### config.mk
export PLATFORM = sky130hd
export DESIGN_NAME = dlr_device_flat
export DESIGN_NICKNAME = d
export VERILOG_FILES = /design/src/logic/dlr_pkg.sv /design/src/logic/dlr_link_if.sv /design/src/logic/dlr_device.sv /design/src/flat_wrapper.sv
export SDC_FILE = /design/constraint.sdc
export NUM_CORES = 1
export LEC_CHECK = 0
export BUFFER_PORTS_ARGS = -buffer_cell sky130_fd_sc_hd__buf_2
export CORE_MARGIN = 2
export CORE_UTILIZATION = 59
export CTS_CLUSTER_SIZE = 40
export DETAILED_ROUTE_END_ITERATION = 6
export MAX_ROUTING_LAYER = met4
export PLACE_DENSITY_LB_ADDON = 0.08
export SLEW_MARGIN = 20
export SYNTH_ARGS = -nofsm -noshare
export SYNTH_HDL_FRONTEND = slang
export SYNTH_SLANG_ARGS = --single-unit
### constraint.sdc
create_clock -name pclk -period 2.8 [get_ports pclk]
set_clock_uncertainty 0.1 [all_clocks]
set_input_delay 0.42 -clock pclk [delete_from_list [all_inputs] [get_ports pclk]]
set_output_delay 0.42 -clock pclk [all_outputs]
set_load 0.05 [all_outputs]
### src/logic/dlr_pkg.sv
// Shared constants for the DAC update-control link: command codes,
// frame field positions, timing counts and the host register map.
// Assumes a 100 MHz pclk on both ends.
package dlr_pkg;
	// ==========================================================
	// Frame layout
	localparam int FRAME_BITS = 24;
	localparam int CMD_MSB = 23;
	localparam int CMD_LSB = 20;
	localparam int ADDR_MSB = 19;
	localparam int ADDR_LSB = 16;
	localparam int DATA_MSB = 15;
	localparam int DATA_LSB = 6;
	localparam int MASK_MSB = 3;
	localparam int REF_BIT = 0;
	localparam int NUM_CH = 4;
	localparam int CODE_W = 10;
	localparam logic [4:0] FRAME_BITS_5 = 5'h18;

	// ==========================================================
	// Command nibble codes
	localparam logic [3:0] CMD_WRITE_INPUT = 4'h1;
	localparam logic [3:0] CMD_UPDATE_DAC = 4'h2;
	localparam logic [3:0] CMD_WRITE_UPDATE = 4'h3;
	localparam logic [3:0] CMD_LOAD_MASK = 4'h5;
	localparam logic [3:0] CMD_SOFT_RESET = 4'h6;
	localparam logic [3:0] CMD_REF_SETUP = 4'h7;

	// ==========================================================
	// Reset values and clear codes
	localparam logic [9:0] CODE_ZERO = 10'h000;
	localparam logic [9:0] CODE_MID = 10'h200;
	localparam logic [3:0] MASK_RESET = 4'h0;
	localparam logic REF_OFF_RESET = 1'b0;

	// ==========================================================
	// Timing
	localparam int CLK_NS = 10;
	localparam int POR_TIME_NS = 1000;
	localparam int POR_CYCLES = (POR_TIME_NS + CLK_NS - 1) / CLK_NS;
	localparam int HW_RESET_MIN_NS = 30;
	localparam int HW_RESET_CYCLES =
		(HW_RESET_MIN_NS + CLK_NS - 1) / CLK_NS;
	localparam int SCLK_HALF_CYCLES = 4;

	// ==========================================================
	// Host APB register map
	localparam logic [7:0] OFS_CTRL = 8'h00;
	localparam logic [7:0] OFS_FRAME = 8'h04;
	localparam logic [7:0] OFS_STATUS = 8'h08;
	localparam int CTRL_STROBE_BIT = 0;
	localparam int CTRL_RESET_LEVEL_SELECT_BIT = 1;
	localparam int CTRL_HWRST_BIT = 2;
	localparam logic [1:0] CTRL_RESET = 2'h1;
	localparam int STAT_BUSY_BIT = 0;
	localparam int STAT_HWRST_BIT = 1;
endpackage

### src/logic/dlr_link_if.sv
// Link between host controller and DAC control device: serial clock,
// data, frame sync, load strobe, hardware reset and reset level pin.
// The host drives every wire; the device only listens.
`timescale 1ns/100ps
interface dlr_link_if;
	logic sclk;
	logic sdin;
	logic sync_n;
	logic load_strobe_n;
	logic hw_reset_n;
	logic reset_level_select;

	modport host (
		output sclk,
		output sdin,
		output sync_n,
		output load_strobe_n,
		output hw_reset_n,
		output reset_level_select
	);
	modport device (
		input sclk,
		input sdin,
		input sync_n,
		input load_strobe_n,
		input hw_reset_n,
		input reset_level_select
	);
endinterface

### src/logic/dlr_device.sv
// DAC update control: receives 24-bit command frames, holds input and
// DAC registers per channel, load mask, reference setup and resets.
// Assumes all link pins are asynchronous to pclk; they are synchronised.
`timescale 1ns/100ps

// Operation
// - Deferred update on later strobe falling edge
// - Command 0101 loads mask, ignores address
// - Mask bits reset to zero
// - Set mask bit hides strobe from channel
// - 0001 writes input, DAC only strobe low
// - 0010 copies input to DAC always
// - 0011 writes input and DAC always
// - Strobe falling edge updates unmasked channels
// - Strobe held low ignores mask bits
// - Hardware reset clears to selected level
// - Host holds reset low 30 ns
// - No updates during reset; hold cleared value
// - Command 0110 restores power-on state
// - Ignore strobe and reset during power-on
// - Power-up level from reset level pin
// - Command 0111 sets reference off bit
// - Command in DB23-20, address DB19-16
// - 24-bit word valid at sync rise
// - 0001 with strobe low updates both
module dlr_device
	import dlr_pkg::*;
(
	input wire logic pclk,
	input wire logic presetn,
	dlr_link_if.device link,
	output logic [NUM_CH*CODE_W-1:0] analog_output_code,
	output logic reference_enable,
	output logic por_busy
);
	// ==========================================================
	// Pin synchronisers
	localparam int PINS = 6;
	// Idle levels of the host pins, so no false edge follows reset
	localparam logic [PINS-1:0] PIN_IDLE = 6'h2e;
	localparam int P_SCLK = 5;
	localparam int P_SDIN = 4;
	localparam int P_SYNC = 3;
	localparam int P_STRB = 2;
	localparam int P_HRST = 1;
	localparam int P_RSEL = 0;

	logic [PINS-1:0] pin_raw;
	logic [PINS-1:0] meta_reg;
	logic [PINS-1:0] sync_reg;
	logic [PINS-1:0] prev_reg;

	assign pin_raw = {link.sclk, link.sdin, link.sync_n,
		link.load_strobe_n, link.hw_reset_n, link.reset_level_select};

	// Two flops per pin, then a third copy for edge detection only
	always_ff @(posedge pclk or negedge presetn)
	begin
		if (!presetn)
		begin
			meta_reg <= PIN_IDLE;
			sync_reg <= PIN_IDLE;
			prev_reg <= PIN_IDLE;
		end
		else
		begin
			meta_reg <= pin_raw;
			sync_reg <= meta_reg;
			prev_reg <= sync_reg;
		end
	end

	wire sclk_fall = prev_reg[P_SCLK] & ~sync_reg[P_SCLK];
	wire sync_fall = prev_reg[P_SYNC] & ~sync_reg[P_SYNC];
	wire sync_rise = ~prev_reg[P_SYNC] & sync_reg[P_SYNC];
	wire strobe_fall = prev_reg[P_STRB] & ~sync_reg[P_STRB];
	wire strobe_low = ~sync_reg[P_STRB];

	// ==========================================================
	// Power-on interval
	logic [7:0] por_cnt_reg;
	wire por_active = (por_cnt_reg != 8'(POR_CYCLES));

	// ==========================================================
	// Frame receiver
	logic [FRAME_BITS-1:0] shift_reg;
	logic [4:0] bit_cnt_reg;

	// Bits enter at the LSB so the first bit ends up as DB23
	always_ff @(posedge pclk or negedge presetn)
	begin
		if (!presetn)
		begin
			shift_reg <= '0;
			bit_cnt_reg <= 5'h00;
		end
		else if (sync_fall)
			bit_cnt_reg <= 5'h00;
		else if (sclk_fall && !sync_reg[P_SYNC])
		begin
			shift_reg <= {shift_reg[FRAME_BITS-2:0],
				sync_reg[P_SDIN]};
			if (bit_cnt_reg != 5'h1f)
				bit_cnt_reg <= bit_cnt_reg + 5'h01;
		end
	end

	// Only an exact 24-bit frame executes; short or long ones drop
	wire frame_done = sync_rise &&
		(bit_cnt_reg == FRAME_BITS_5);
	wire [3:0] command_nibble = shift_reg[CMD_MSB:CMD_LSB];
	wire [NUM_CH-1:0] addr_sel = shift_reg[ADDR_MSB:ADDR_LSB];
	wire [CODE_W-1:0] data_code = shift_reg[DATA_MSB:DATA_LSB];

	wire do_write_in = frame_done && command_nibble == CMD_WRITE_INPUT;
	wire do_update = frame_done && command_nibble == CMD_UPDATE_DAC;
	wire do_wr_upd = frame_done && command_nibble == CMD_WRITE_UPDATE;
	wire do_mask = frame_done && command_nibble == CMD_LOAD_MASK;
	wire do_soft_rst = frame_done && command_nibble == CMD_SOFT_RESET;
	wire do_ref = frame_done && command_nibble == CMD_REF_SETUP;

	// ==========================================================
	// Reset control
	// Counts up after reset release; a soft reset re-runs the whole
	// interval so the strap is sampled again
	always_ff @(posedge pclk or negedge presetn)
	begin
		if (!presetn)
			por_cnt_reg <= 8'h00;
		else if (do_soft_rst)
			por_cnt_reg <= 8'h00;
		else if (por_active)
			por_cnt_reg <= por_cnt_reg + 8'h01;
	end

	// Hardware reset is ignored while power-on runs, which clears anyway
	wire hw_reset_act = ~sync_reg[P_HRST] & ~por_active;
	wire full_reset = por_active | do_soft_rst;
	wire clear_all = full_reset | hw_reset_act;
	wire [CODE_W-1:0] clear_code = sync_reg[P_RSEL] ?
		CODE_MID : CODE_ZERO;

	// ==========================================================
	// Load mask and reference setup
	logic [NUM_CH-1:0] load_mask_reg;
	logic ref_off_reg;

	always_ff @(posedge pclk or negedge presetn)
	begin
		if (!presetn)
		begin
			load_mask_reg <= MASK_RESET;
			ref_off_reg <= REF_OFF_RESET;
		end
		else if (full_reset)
		begin
			load_mask_reg <= MASK_RESET;
			ref_off_reg <= REF_OFF_RESET;
		end
		else
		begin
			if (do_mask)
				load_mask_reg <= shift_reg[MASK_MSB:0];
			if (do_ref)
				ref_off_reg <= shift_reg[REF_BIT];
		end
	end

	assign reference_enable = ~ref_off_reg;
	assign por_busy = por_active;

	// ==========================================================
	// Per-channel input and DAC registers
	genvar ch;
	generate
		for (ch = 0; ch < NUM_CH; ch = ch + 1)
		begin : g_ch
			logic [CODE_W-1:0] input_reg;
			logic [CODE_W-1:0] dac_reg;
			logic [CODE_W-1:0] input_next;
			logic [CODE_W-1:0] dac_next;
			wire hit = addr_sel[ch];
			// Strobe edge counts only for unmasked channels
			wire edge_load = strobe_fall &
				~load_mask_reg[ch];

			// Write-type commands take the new code into input
			assign input_next = clear_all ? clear_code :
				(hit && (do_write_in || do_wr_upd)) ? data_code :
				input_reg;

			// Command writes win over a coincident strobe edge;
			// a low strobe passes 0001 data regardless of mask
			assign dac_next = clear_all ? clear_code :
				(hit && do_write_in && strobe_low) ?
				data_code :
				(hit && do_update) ? input_reg :
				(hit && do_wr_upd) ? data_code :
				edge_load ? input_reg :
				dac_reg;

			always_ff @(posedge pclk or negedge presetn)
			begin
				if (!presetn)
				begin
					input_reg <= CODE_ZERO;
					dac_reg <= CODE_ZERO;
				end
				else
				begin
					input_reg <= input_next;
					dac_reg <= dac_next;
				end
			end

			assign analog_output_code[ch*CODE_W +: CODE_W] = dac_reg;
		end
	endgenerate
endmodule // dlr_device

### src/flat_wrapper.sv
// flat-port wrapper written by rule: the top's interface ports become plain ports
module dlr_device_flat import dlr_pkg::*;
  (pclk, presetn, analog_output_code, reference_enable, por_busy, link_sclk, link_sdin, link_sync_n, link_load_strobe_n, link_hw_reset_n, link_reset_level_select);
  dlr_link_if link_i ();
  input wire logic pclk;
  input wire logic presetn;
  output logic [NUM_CH*CODE_W-1:0] analog_output_code;
  output logic reference_enable;
  output logic por_busy;
  input wire logic [$bits(link_i.sclk)-1:0] link_sclk;
  input wire logic [$bits(link_i.sdin)-1:0] link_sdin;
  input wire logic [$bits(link_i.sync_n)-1:0] link_sync_n;
  input wire logic [$bits(link_i.load_strobe_n)-1:0] link_load_strobe_n;
  input wire logic [$bits(link_i.hw_reset_n)-1:0] link_hw_reset_n;
  input wire logic [$bits(link_i.reset_level_select)-1:0] link_reset_level_select;
  assign link_i.sclk = link_sclk;
  assign link_i.sdin = link_sdin;
  assign link_i.sync_n = link_sync_n;
  assign link_i.load_strobe_n = link_load_strobe_n;
  assign link_i.hw_reset_n = link_hw_reset_n;
  assign link_i.reset_level_select = link_reset_level_select;
  dlr_device u_core (.pclk(pclk), .presetn(presetn), .link(link_i), .analog_output_code(analog_output_code), .reference_enable(reference_enable), .por_busy(por_busy));
endmodule
==> out/qor.yml, run 1 <==
timing:
  fmax_ghz: 0.374
  tns_ps: 0
  worst_slack_ps: 129
  timing.final.crit_share: 0.954
  slew_headroom: 0.497
  hold_viol: 0
  layout_min_cycle_time_ps: 2670
  slew_violations: 0
  setup_viol: 0
  whs_ps: 248
  rsz0062_at_grt: "false"
  worst_slew_pin_slew_ps: 754
yosys:
  synth_seq_cells: 137
  synth_area_sq_um: 6010
  avgSynthCellArea_sq_um: 10.2
  ys_types: 45
  synth_nets: 601
  synth_top_area_share: 0.524
  ys_warn_count: 0
  synth_area_leader_cell: "dfrtp_1"
  async_reset_ff_frac: 1.00
  ys_seq_area_frac: 0.572
  yosys-top-cells-area: "dfrtp_1 52%, nand2_1 6.8%, a21oi_1 6.4%"
  ys.flop_type: "dfrtp_1"
  syn_inst: 588
  synth_edf_count: 0
placement:
  place_ws_ps: 403
  io_buffers: 49
  dp_hpwl_mm: 8.32
  routabilityCongestion: 0.785
clock_tree:
  cts_max_path_buffers: 2
  cts.sinks: 137
  cts_root_buf: "clkbuf_8"
  h-tree-depth: 4
  cts_buffers: 17
  cts_tree: "built"
  cts_setup_buffers: 0
  clk_latency_ps: 530
  path_clk_slew_ps: 60
job:
  drv_cap: 0
worst_hold_path:
  hp-start: "u_core.meta_reg[0]$_DFF_PN0_"
  holdCritPathClass: "flip-flop to flip-flop"
  whs_endpoint: "u_core.sync_reg[0]$_DFF_PN0_"
  min_path_cells: 0
power_and_ir_drop:
  p_comb_frac: 0.037
  p_leak_nw: 3.18
  p_switching_mw: 0.998
  peakVddDrop_v: 0.000416
  pwr-share-clk: 0.511
  seqPwrFrac: 0.452
  switching_share: 0.218
  powerDensity_nw_per_um2: 646
  internal-power_mw: 3.57
finish:
  nNetsFinal: 648
  drive_gt1_frac: 0.216
  syn_to_final_growth_pct: 17.7
  final_common_cell: "dfrtp_1"
  final_cell_mix: "126 x dfrtp_1, 109 x nand2_1, 77 x a21oi_1"
  num_antenna_cells: 0
detailed_routing:
  drt-total-wl_mm: 13.5
  drcViolationCount: 0
  wl_per_cell_um: 17.3
  dr.pass1.iters: 5
  via_count: 4547
  drt_iter0_markers: 257
  ant_nets: 0
  vias_per_cell: 5.82
setup_path:
  start_kind: "flip-flop"
  rr_worst_depth: 7
  reg2reg_from: "u_core.bit_cnt_reg[0]$_DFFE_PN0P_"
  reg2reg_slack_ps: 350
  cp.required_ps: 2280
  r2r_end: "u_core.g_ch[1].input_reg[2]$_DFFE_PN0P_"
  crit_arrival_ps: 2150
  crit_fanout: 11
  end_kind: "output pin"
  crit_type: "flip-flop to output pin"
floorplanning:
  die_w_um: 105
  pin_count: 50
  initial_core_util: 0.612
  rows: 36
  dieArea_sq_um: 11000
  die_h_um: 105
  coreArea_sq_um: 9820
grt:
  global_route.usage.total: 0.273
  grt_pass1_wl_mm: 22.8
  grt_overflow: 0
  grt_start_max_net_pins: 61
  first_global_vias: 4377
  antenna_found_initial: 0
run_status:
  status: "complete, no violations"
-- worst max path at each step --
stage,start,to,slack (ps),cells past startpoint
floorplan,u_core.prev_reg[5]$_DFF_PN1_,u_core.shift_reg[0]$_DFFE_PN0P_,660,4
global placement,u_core.bit_cnt_reg[0]$_DFFE_PN0P_,u_core.g_ch[1].input_reg[6]$_DFFE_PN0P_,470,7
detailed placement,u_core.bit_cnt_reg[0]$_DFFE_PN0P_,u_core.g_ch[1].input_reg[0]$_DFFE_PN0P_,400,7
CTS,u_core.por_cnt_reg[0]$_DFFE_PN0P_,por_busy,10,6
global route,u_core.por_cnt_reg[1]$_DFFE_PN0P_,por_busy,30,6
finish,u_core.por_cnt_reg[0]$_DFFE_PN0P_,por_busy,130,6
-- power by group through the flow --
stage	combinational [mW]	clock (mW)	sequential, mW
finish	0.169	2.34	2.07
global placement	0.159	0	2.10
detailed placement	0.165	0	2.10
global route	0.190	2.46	2.07
CTS	0.173	2.36	2.07
floorplan	0.0833	0	2.10
-- cells in the mapped netlist (2+ instances only) --
cell type,number
a21oi_1,77
a31oi_1,13
a41oi_1,2
and2_1,3
and3_1,7
buf_2,16
buf_6,2
clkbuf_1,24
dfrtp_1,126
dfstp_2,11
ha_1,5
inv_1,10
mux2_2,23
mux2i_1,32
nand2_1,109
nand2b_1,3
nand3_1,11
nand4_1,3
nor2_1,22
nor2b_1,3
nor3_1,5
nor4_2,2
o21ai_0,45
o21ai_1,4
o31ai_1,2
or3_1,2
xnor2_1,2
xor2_1,7
-- cell families after synthesis --
group	share of synthesized area
AOI/OAI and AO/OA	0.131
DFF	0.572
muxes	0.0963
buffers and inverters	0.0397
xor gates and xnor gates	0.0131
adders and majority gates	0.0104
and+or+nand+nor	0.137
-- area by class of cell --
cell class              count  area (sq um)
flip-flops and latches    137          3440
repair buffers             72           467
well taps                 133           166
multi-input cells         397          2340
clock buffers              18           428
clock inverters            14           198
inverters                  10          37.5
fillers                   760          2740
-- critical path: stages, from the launching register on --
cell and delay, ps:
dfrtp_1 430, inv_1 80, ha_1 140, nand4_1 60
or4_4 480, buf_4 210, buf_2 220
-- metal layers --
metal  routed length (um)  vias to the layer above  part of all wire  GRT usage
li1                     -                     2127                 -          -
met1                 6200                     2277              0.46      0.380
met4                  161                        0             0.012     0.0743
met2                 6450                      127              0.48      0.411
met3                  701                       16             0.052     0.0599
met5                    0                        -                 0          -
-- metrics by stage --
step	power [mW]	cells	area [sq um]	utilization
floorplan	2.18	588	6010	-
global placement	2.26	742	6380	0.649
detailed placement	2.27	742	6380	0.649
CTS	4.61	781	7070	0.720
global route	4.73	781	7080	0.721
finish	4.57	781	7080	0.721
-- timing repair --
action,in CTS,in global routing
resized for setup,0,1
setup endpoints to repair,0,1
hold buffers,7,0
endpoints found under the hold margin,55,0
(Power assumes the default switching activity.)
==> run 2: changes to the inputs <==
--- a/config.mk
+++ b/config.mk
@@ -6,8 +6,10 @@
 export NUM_CORES = 1
 export LEC_CHECK = 0
 export BUFFER_PORTS_ARGS = -buffer_cell sky130_fd_sc_hd__buf_2
+export CELL_PAD_IN_SITES_DETAIL_PLACEMENT = 0
+export CELL_PAD_IN_SITES_GLOBAL_PLACEMENT = 1
 export CORE_MARGIN = 2
-export CORE_UTILIZATION = 59
+export CORE_UTILIZATION = 47
 export CTS_CLUSTER_SIZE = 40
 export DETAILED_ROUTE_END_ITERATION = 6
 export MAX_ROUTING_LAYER = met4
==> run 2 against run 1 <==
Final cell count grew 5.2%. Clock-buffer cell count grew 6. Power down 0.54%. Clock power about the same. Non-clock buffer count is 2 higher. Die area rose by 25%.
==> out/qor.yml, run 2 (synthesized netlist as in run 1, its figures left out) <==
placement:
  dp_hpwl_mm: 8.44
  dpl.cell_count: 783
  io_buffers: 49
  routabilityCongestion: 0.782
setup_path:
  reg2reg_slack_ps: 380
  crit_type: "flip-flop to output pin"
  cp_slowest_cell: "or4_1"
  critical-path-top-delay-family: "simple AND/OR/NAND/NOR gates"
  crit_arrival_ps: 2080
  crit_fanout: 11
  crit_path_max_incr_delay_ps: 520
  cp.required_ps: 2280
  end_kind: "output pin"
  worst-path-buf-inv: 3
  cp.depth: 6
  crit_chain: "inv_1, ha_1, nand4_1, or4_1, buf_4, buf_2"
  rr_worst_depth: 8
  start_kind: "flip-flop"
detailed_routing:
  vias_per_cell: 5.28
  dr.pass1.iters: 4
  via_count: 4337
  drcViolationCount: 0
  drt-total-wl_mm: 13.3
  ant_nets: 0
  wl_per_cell_um: 16.2
  drt_iter0_markers: 286
finish:
  layout.cells.non_filler: 822
  nNetsFinal: 650
  syn_to_final_growth_pct: 18.5
  num_antenna_cells: 0
  drive_gt1_frac: 0.214
  final_common_cell: "dfrtp_1"
  final_cell_mix: "126 x dfrtp_1, 109 x nand2_1, 77 x a21oi_1"
timing:
  slew_headroom: 0.451
  rsz0062_at_grt: "false"
  timing.final.crit_share: 0.930
  fmax_ghz: 0.384
  hold_viol: 0
  layout_min_cycle_time_ps: 2600
  setup_viol: 0
  tns_ps: 0
  worst_slew_pin_slew_ps: 823
  slew_violations: 0
job:
  drv_cap: 0
worst_hold_path:
  holdCritPathClass: "flip-flop to flip-flop"
  min_path_cells: 0
clock_tree:
  cts_buffers: 17
  cts_tree: "built"
  cts_max_path_buffers: 2
  h-tree-depth: 4
  ctsResizeCount: 0
  cts_root_buf: "clkbuf_16"
  clk_latency_ps: 410
  cts.sinks: 137
  path_clk_slew_ps: 50
power_and_ir_drop:
  pwr-share-clk: 0.508
  p_comb_frac: 0.037
  powerDensity_nw_per_um2: 638
  seqPwrFrac: 0.455
  report.power.total_mw: 4.55
  p_switching_mw: 0.934
  internal-power_mw: 3.61
  switching_share: 0.205
  peakVddDrop_v: 0.000370
  p_leak_nw: 3.20
floorplanning:
  dieArea_sq_um: 13700
  die_w_um: 117
  die_h_um: 117
  rows: 41
  coreArea_sq_um: 12600
  pin_count: 50
  initial_core_util: 0.478
grt:
  antenna_found_initial: 0
  global_route.usage.total: 0.223
  grt_overflow: 0
  grt_start_max_net_pins: 57
  grt_pass1_wl_mm: 22.5
  first_global_vias: 4206
run_status:
  status: "complete, no violations"
## run 2: changes by cell type in the layout (fill, tap and decap cells not counted), sizes merged
cell      previous run  this run
bufinv               4         3
clkinvlp             5         0
clkbuf              18        24
buf                 65        67
clkinv               4         5
inv                 11        10
## run 2: path summary, 6_finish.rpt
| kind | from | endpoint |
|---|---|---|
| max reg2reg | u_core.bit_cnt_reg[0]$_DFFE_PN0P_ | u_core.g_ch[1].dac_reg[9]$_DFFE_PN0P_ |
| max | u_core.por_cnt_reg[0]$_DFFE_PN0P_ | por_busy |
| min in group asynchronous | presetn | u_core.bit_cnt_reg[4]$_DFFE_PN0P_ |
| min | u_core.meta_reg[4]$_DFF_PN0_ | u_core.sync_reg[4]$_DFF_PN0_ |
| max in group asynchronous | presetn | u_core.sync_reg[3]$_DFF_PN1_ |
| min reg2reg | u_core.meta_reg[4]$_DFF_PN0_ | u_core.sync_reg[4]$_DFF_PN0_ |
## run 2: metal layers
metal,share of wire,GRT usage,vias to the layer above,routed length (um)
li1,-,-,2129,-
met1,0.49,0.312,2107,6550
met2,0.46,0.323,83,6090
met3,0.032,0.0448,18,430
met4,0.020,0.0855,0,271
met5,0,-,-,0
## run 2: metrics by stage
stage,instance area (sq um),hold slack (ps),util,setup WS (ps)
final,7130,247,0.567,196
after global routing,7130,252,0.567,51.7
after CTS,7130,248,0.567,168
after detailed placement,6440,236,0.512,375
after global placement,6440,233,0.512,416
after floorplan,6010,24.4,-,663
## run 2: timing repair
item | in CTS | in global routing
hold endpoints to repair | 50 | 0
hold buffers | 7 | 0
setup buffers | 0 | 0
## run 2: power by group through the flow
stage / Clock (mW) / Sequential (mW) / Combinational, mW
detailed placement: 0 / 2.10 / 0.166
global placement: 0 / 2.10 / 0.163
CTS: 2.35 / 2.07 / 0.175
finish: 2.31 / 2.07 / 0.170
floorplan: 0 / 2.10 / 0.0833
global route: 2.47 / 2.07 / 0.194
## run 2: worst register-to-register path, stage by stage (launching register included)
cell	delay (ps)
dfrtp_1	410
inv_1	70
ha_1	160
nand4bb_1	280
nor4_2	590
a21oi_1	140
buf_4	220
a41oi_1	220
o31ai_1	100
## run 2: cell type report
| class | count | area [sq um] |
|---|---|---|
| inverters | 10 | 37.5 |
| clock inverters | 8 | 115 |
| clock buffers | 24 | 502 |
| flip-flops and latches | 137 | 3440 |
| fillers | 1098 | 5440 |
| multi-input cells | 397 | 2330 |
| well taps | 172 | 215 |
| repair buffers | 74 | 482 |
==> run 3: changes to the inputs <==
--- a/config.mk
+++ b/config.mk
@@ -5,11 +5,12 @@
 export SDC_FILE = /design/constraint.sdc
 export NUM_CORES = 1
 export LEC_CHECK = 0
+export ABC_AREA = 1
 export BUFFER_PORTS_ARGS = -buffer_cell sky130_fd_sc_hd__buf_2
-export CELL_PAD_IN_SITES_DETAIL_PLACEMENT = 0
-export CELL_PAD_IN_SITES_GLOBAL_PLACEMENT = 1
+export CELL_PAD_IN_SITES_DETAIL_PLACEMENT = 1
+export CELL_PAD_IN_SITES_GLOBAL_PLACEMENT = 2
 export CORE_MARGIN = 2
-export CORE_UTILIZATION = 47
+export CORE_UTILIZATION = 37
 export CTS_CLUSTER_SIZE = 40
 export DETAILED_ROUTE_END_ITERATION = 6
 export MAX_ROUTING_LAYER = met4
==> run 3 against run 2 <==
Routed wire length increased by 27%. Synthesized area rose by 4.9%. Combinational power grew 16%. Die area grew 32%. Power up 4.5%. Sequential share of layout area down 2.0 points. Synthesized cell count increased by 18%. Highest routed layer unchanged.
==> out/qor.yml, run 3 <==
timing:
  rsz0062_at_grt: "false"
  tns_ps: 0
  layout_min_cycle_time_ps: 2460
  slew_headroom: 0.505
  setup_viol: 0
  hold_viol: 0
  fmax_ghz: 0.407
  timing.final.crit_share: 0.877
  slew_violations: 0
  worst_slew_pin_slew_ps: 742
finish:
  num_antenna_cells: 0
  nNetsFinal: 769
  drive_gt1_frac: 0.196
  final_cell_mix: "195 x nand2_1, 126 x dfrtp_1, 75 x inv_1"
  syn_to_final_growth_pct: 18.0
  final_common_cell: "nand2_1"
  final_util: 0.447
clock_tree:
  cts_tree: "built"
  cts.sinks: 137
  cts_max_path_buffers: 2
  h-tree-depth: 4
  ctsResizeCount: 0
  cts_root_buf: "clkbuf_16"
  clk_latency_ps: 420
  path_clk_slew_ps: 60
  cts_buffers: 17
setup_path:
  start_kind: "flip-flop"
  crit_path_max_incr_delay_ps: 450
  crit_chain: "inv_1, ha_1, nand2_1, inv_1, nand2_2, nor2_8, o211ai_2, nand2_1, o22ai_1"
  crit_fanout: 21
  end_kind: "flip-flop"
  rr_worst_depth: 9
  crit_type: "flip-flop to flip-flop"
  critical-path-top-delay-family: "simple AND/OR/NAND/NOR gates"
  worst-path-buf-inv: 2
  cp.required_ps: 2970
  crit_arrival_ps: 2630
  cp_slowest_cell: "nand2_1"
  cp.depth: 9
job:
  drv_cap: 0
yosys:
  async_reset_ff_frac: 1.00
  synth_edf_count: 0
  avgSynthCellArea_sq_um: 9.07
  yosysMostFrequentCell: "nand2_1"
  synth_area_leader_cell: "dfrtp_1"
  ys_top_cells_by_count: "195 x nand2_1, 126 x dfrtp_1, 75 x inv_1, 60 x o21ai_0, 32 x nand3_1"
  ys_seq_area_frac: 0.546
  ys_types: 35
  ys_warn_count: 0
  synth_area_sq_um: 6310
  syn_inst: 695
  yosys-top-cells-area: "dfrtp_1 50%, nand2_1 12%, o21ai_0 4.8%"
  synth_seq_cells: 137
  synth_top_area_share: 0.500
  ys.flop_type: "dfrtp_1"
  synth_nets: 708
power_and_ir_drop:
  powerDensity_nw_per_um2: 639
  peakVddDrop_v: 0.000418
  p_leak_nw: 3.54
grt:
  grt_start_max_net_pins: 138
  grt_pass1_wl_mm: 28.0
  global_route.usage.total: 0.207
  first_global_vias: 5171
  grt_overflow: 0
  antenna_found_initial: 0
floorplanning:
  coreArea_sq_um: 16600
  die_h_um: 135
  rows: 47
  die_w_um: 135
  initial_core_util: 0.379
  dieArea_sq_um: 18100
  pin_count: 50
worst_hold_path:
  holdCritPathClass: "input pin to async pin"
detailed_routing:
  drt-total-wl_mm: 16.9
  dr.pass1.iters: 4
  via_count: 4958
  ant_nets: 0
  vias_per_cell: 5.01
  drt_iter0_markers: 276
  wl_per_cell_um: 17.1
  drcViolationCount: 0
placement:
  routabilityCongestion: 0.805
  io_buffers: 49
  dp_hpwl_mm: 11.7
run_status:
  status: "complete, no violations"
==> run 3: routing by layer <==
layer  vias to the layer above  GRT usage  share of wire
li1                       2410          -              -
met1                      2470      0.286           0.50
met2                        65      0.313           0.46
met3                        13     0.0405          0.029
met4                         0     0.0538          0.010
met5                         -          -              0
==> run 3: layout make-up <==
class                      count  area [sq um]
clock buffer                  18           439
clock inverter                14           198
fill                        1959          9200
inverter                      85           319
multi-input combinational    454          2400
sequential                   137          3440
tap                          220           275
timing repair buffer          61           369
==> run 3: cell families after synthesis <==
| family | Yosys count | share of synthesized area |
|---|---|---|
| fa+ha+maj | 5 | 0.00992 |
| flops | 137 | 0.546 |
| mux | 6 | 0.0107 |
| simple gates | 307 | 0.232 |
| buf+inv | 104 | 0.0738 |
| compound gates | 136 | 0.128 |
==> run 3: worst register-to-register path, delay by kind of cell, from the launching register on <==
| kind | cells | cell delay [ps] |
|---|---|---|
| flops | 1 | 390 |
| compound gates | 2 | 520 |
| buf+inv | 2 | 170 |
| fa+ha+maj | 1 | 150 |
| simple gates | 4 | 990 |
==> run 3: path summary, 6_finish.rpt <==
check / start / end / slack, ps
max in group asynchronous: presetn / u_core.g_ch[3].input_reg[3]$_DFFE_PN0P_ / 2050
hold reg to reg: u_core.meta_reg[0]$_DFF_PN0_ / u_core.sync_reg[0]$_DFF_PN0_ / 250
hold / removal: presetn / u_core.por_cnt_reg[6]$_DFFE_PN0P_ / 4
min in group pclk: u_core.meta_reg[0]$_DFF_PN0_ / u_core.sync_reg[0]$_DFF_PN0_ / 250
setup / recovery: u_core.bit_cnt_reg[0]$_DFFE_PN0P_ / u_core.g_ch[0].input_reg[4]$_DFFE_PN0P_ / 340
setup reg to reg: u_core.bit_cnt_reg[0]$_DFFE_PN0P_ / u_core.g_ch[0].input_reg[4]$_DFFE_PN0P_ / 340
==> run 3: timing repair <==
action                                 in CTS  in global routing
buffers inserted                            0                  0
hold buffers                                6                  0
endpoints found under the hold margin       6                  0
==> run 3: where the power goes <==
group | internal [mW] | total (mW) | switching, mW
Clock | 1.52 | 2.41 | 0.892
Sequential | 2.05 | 2.15 | 0.0936
Combinational | 0.0645 | 0.197 | 0.132
==> run 3: metrics by stage <==
step	total power [mW]	std cells	hold WS, ps	worst slack [ps]	cell area (sq um)
2_1_floorplan	2.25	695	24.4	885	6310
3_3_place_gp	2.37	951	234	408	6750
3_5_place_dp	2.38	951	237	390	6750
4_1_cts	4.83	989	41.3	354	7440
5_1_grt	4.93	989	60.0	115	7440
6_report	4.75	989	4.19	343	7440
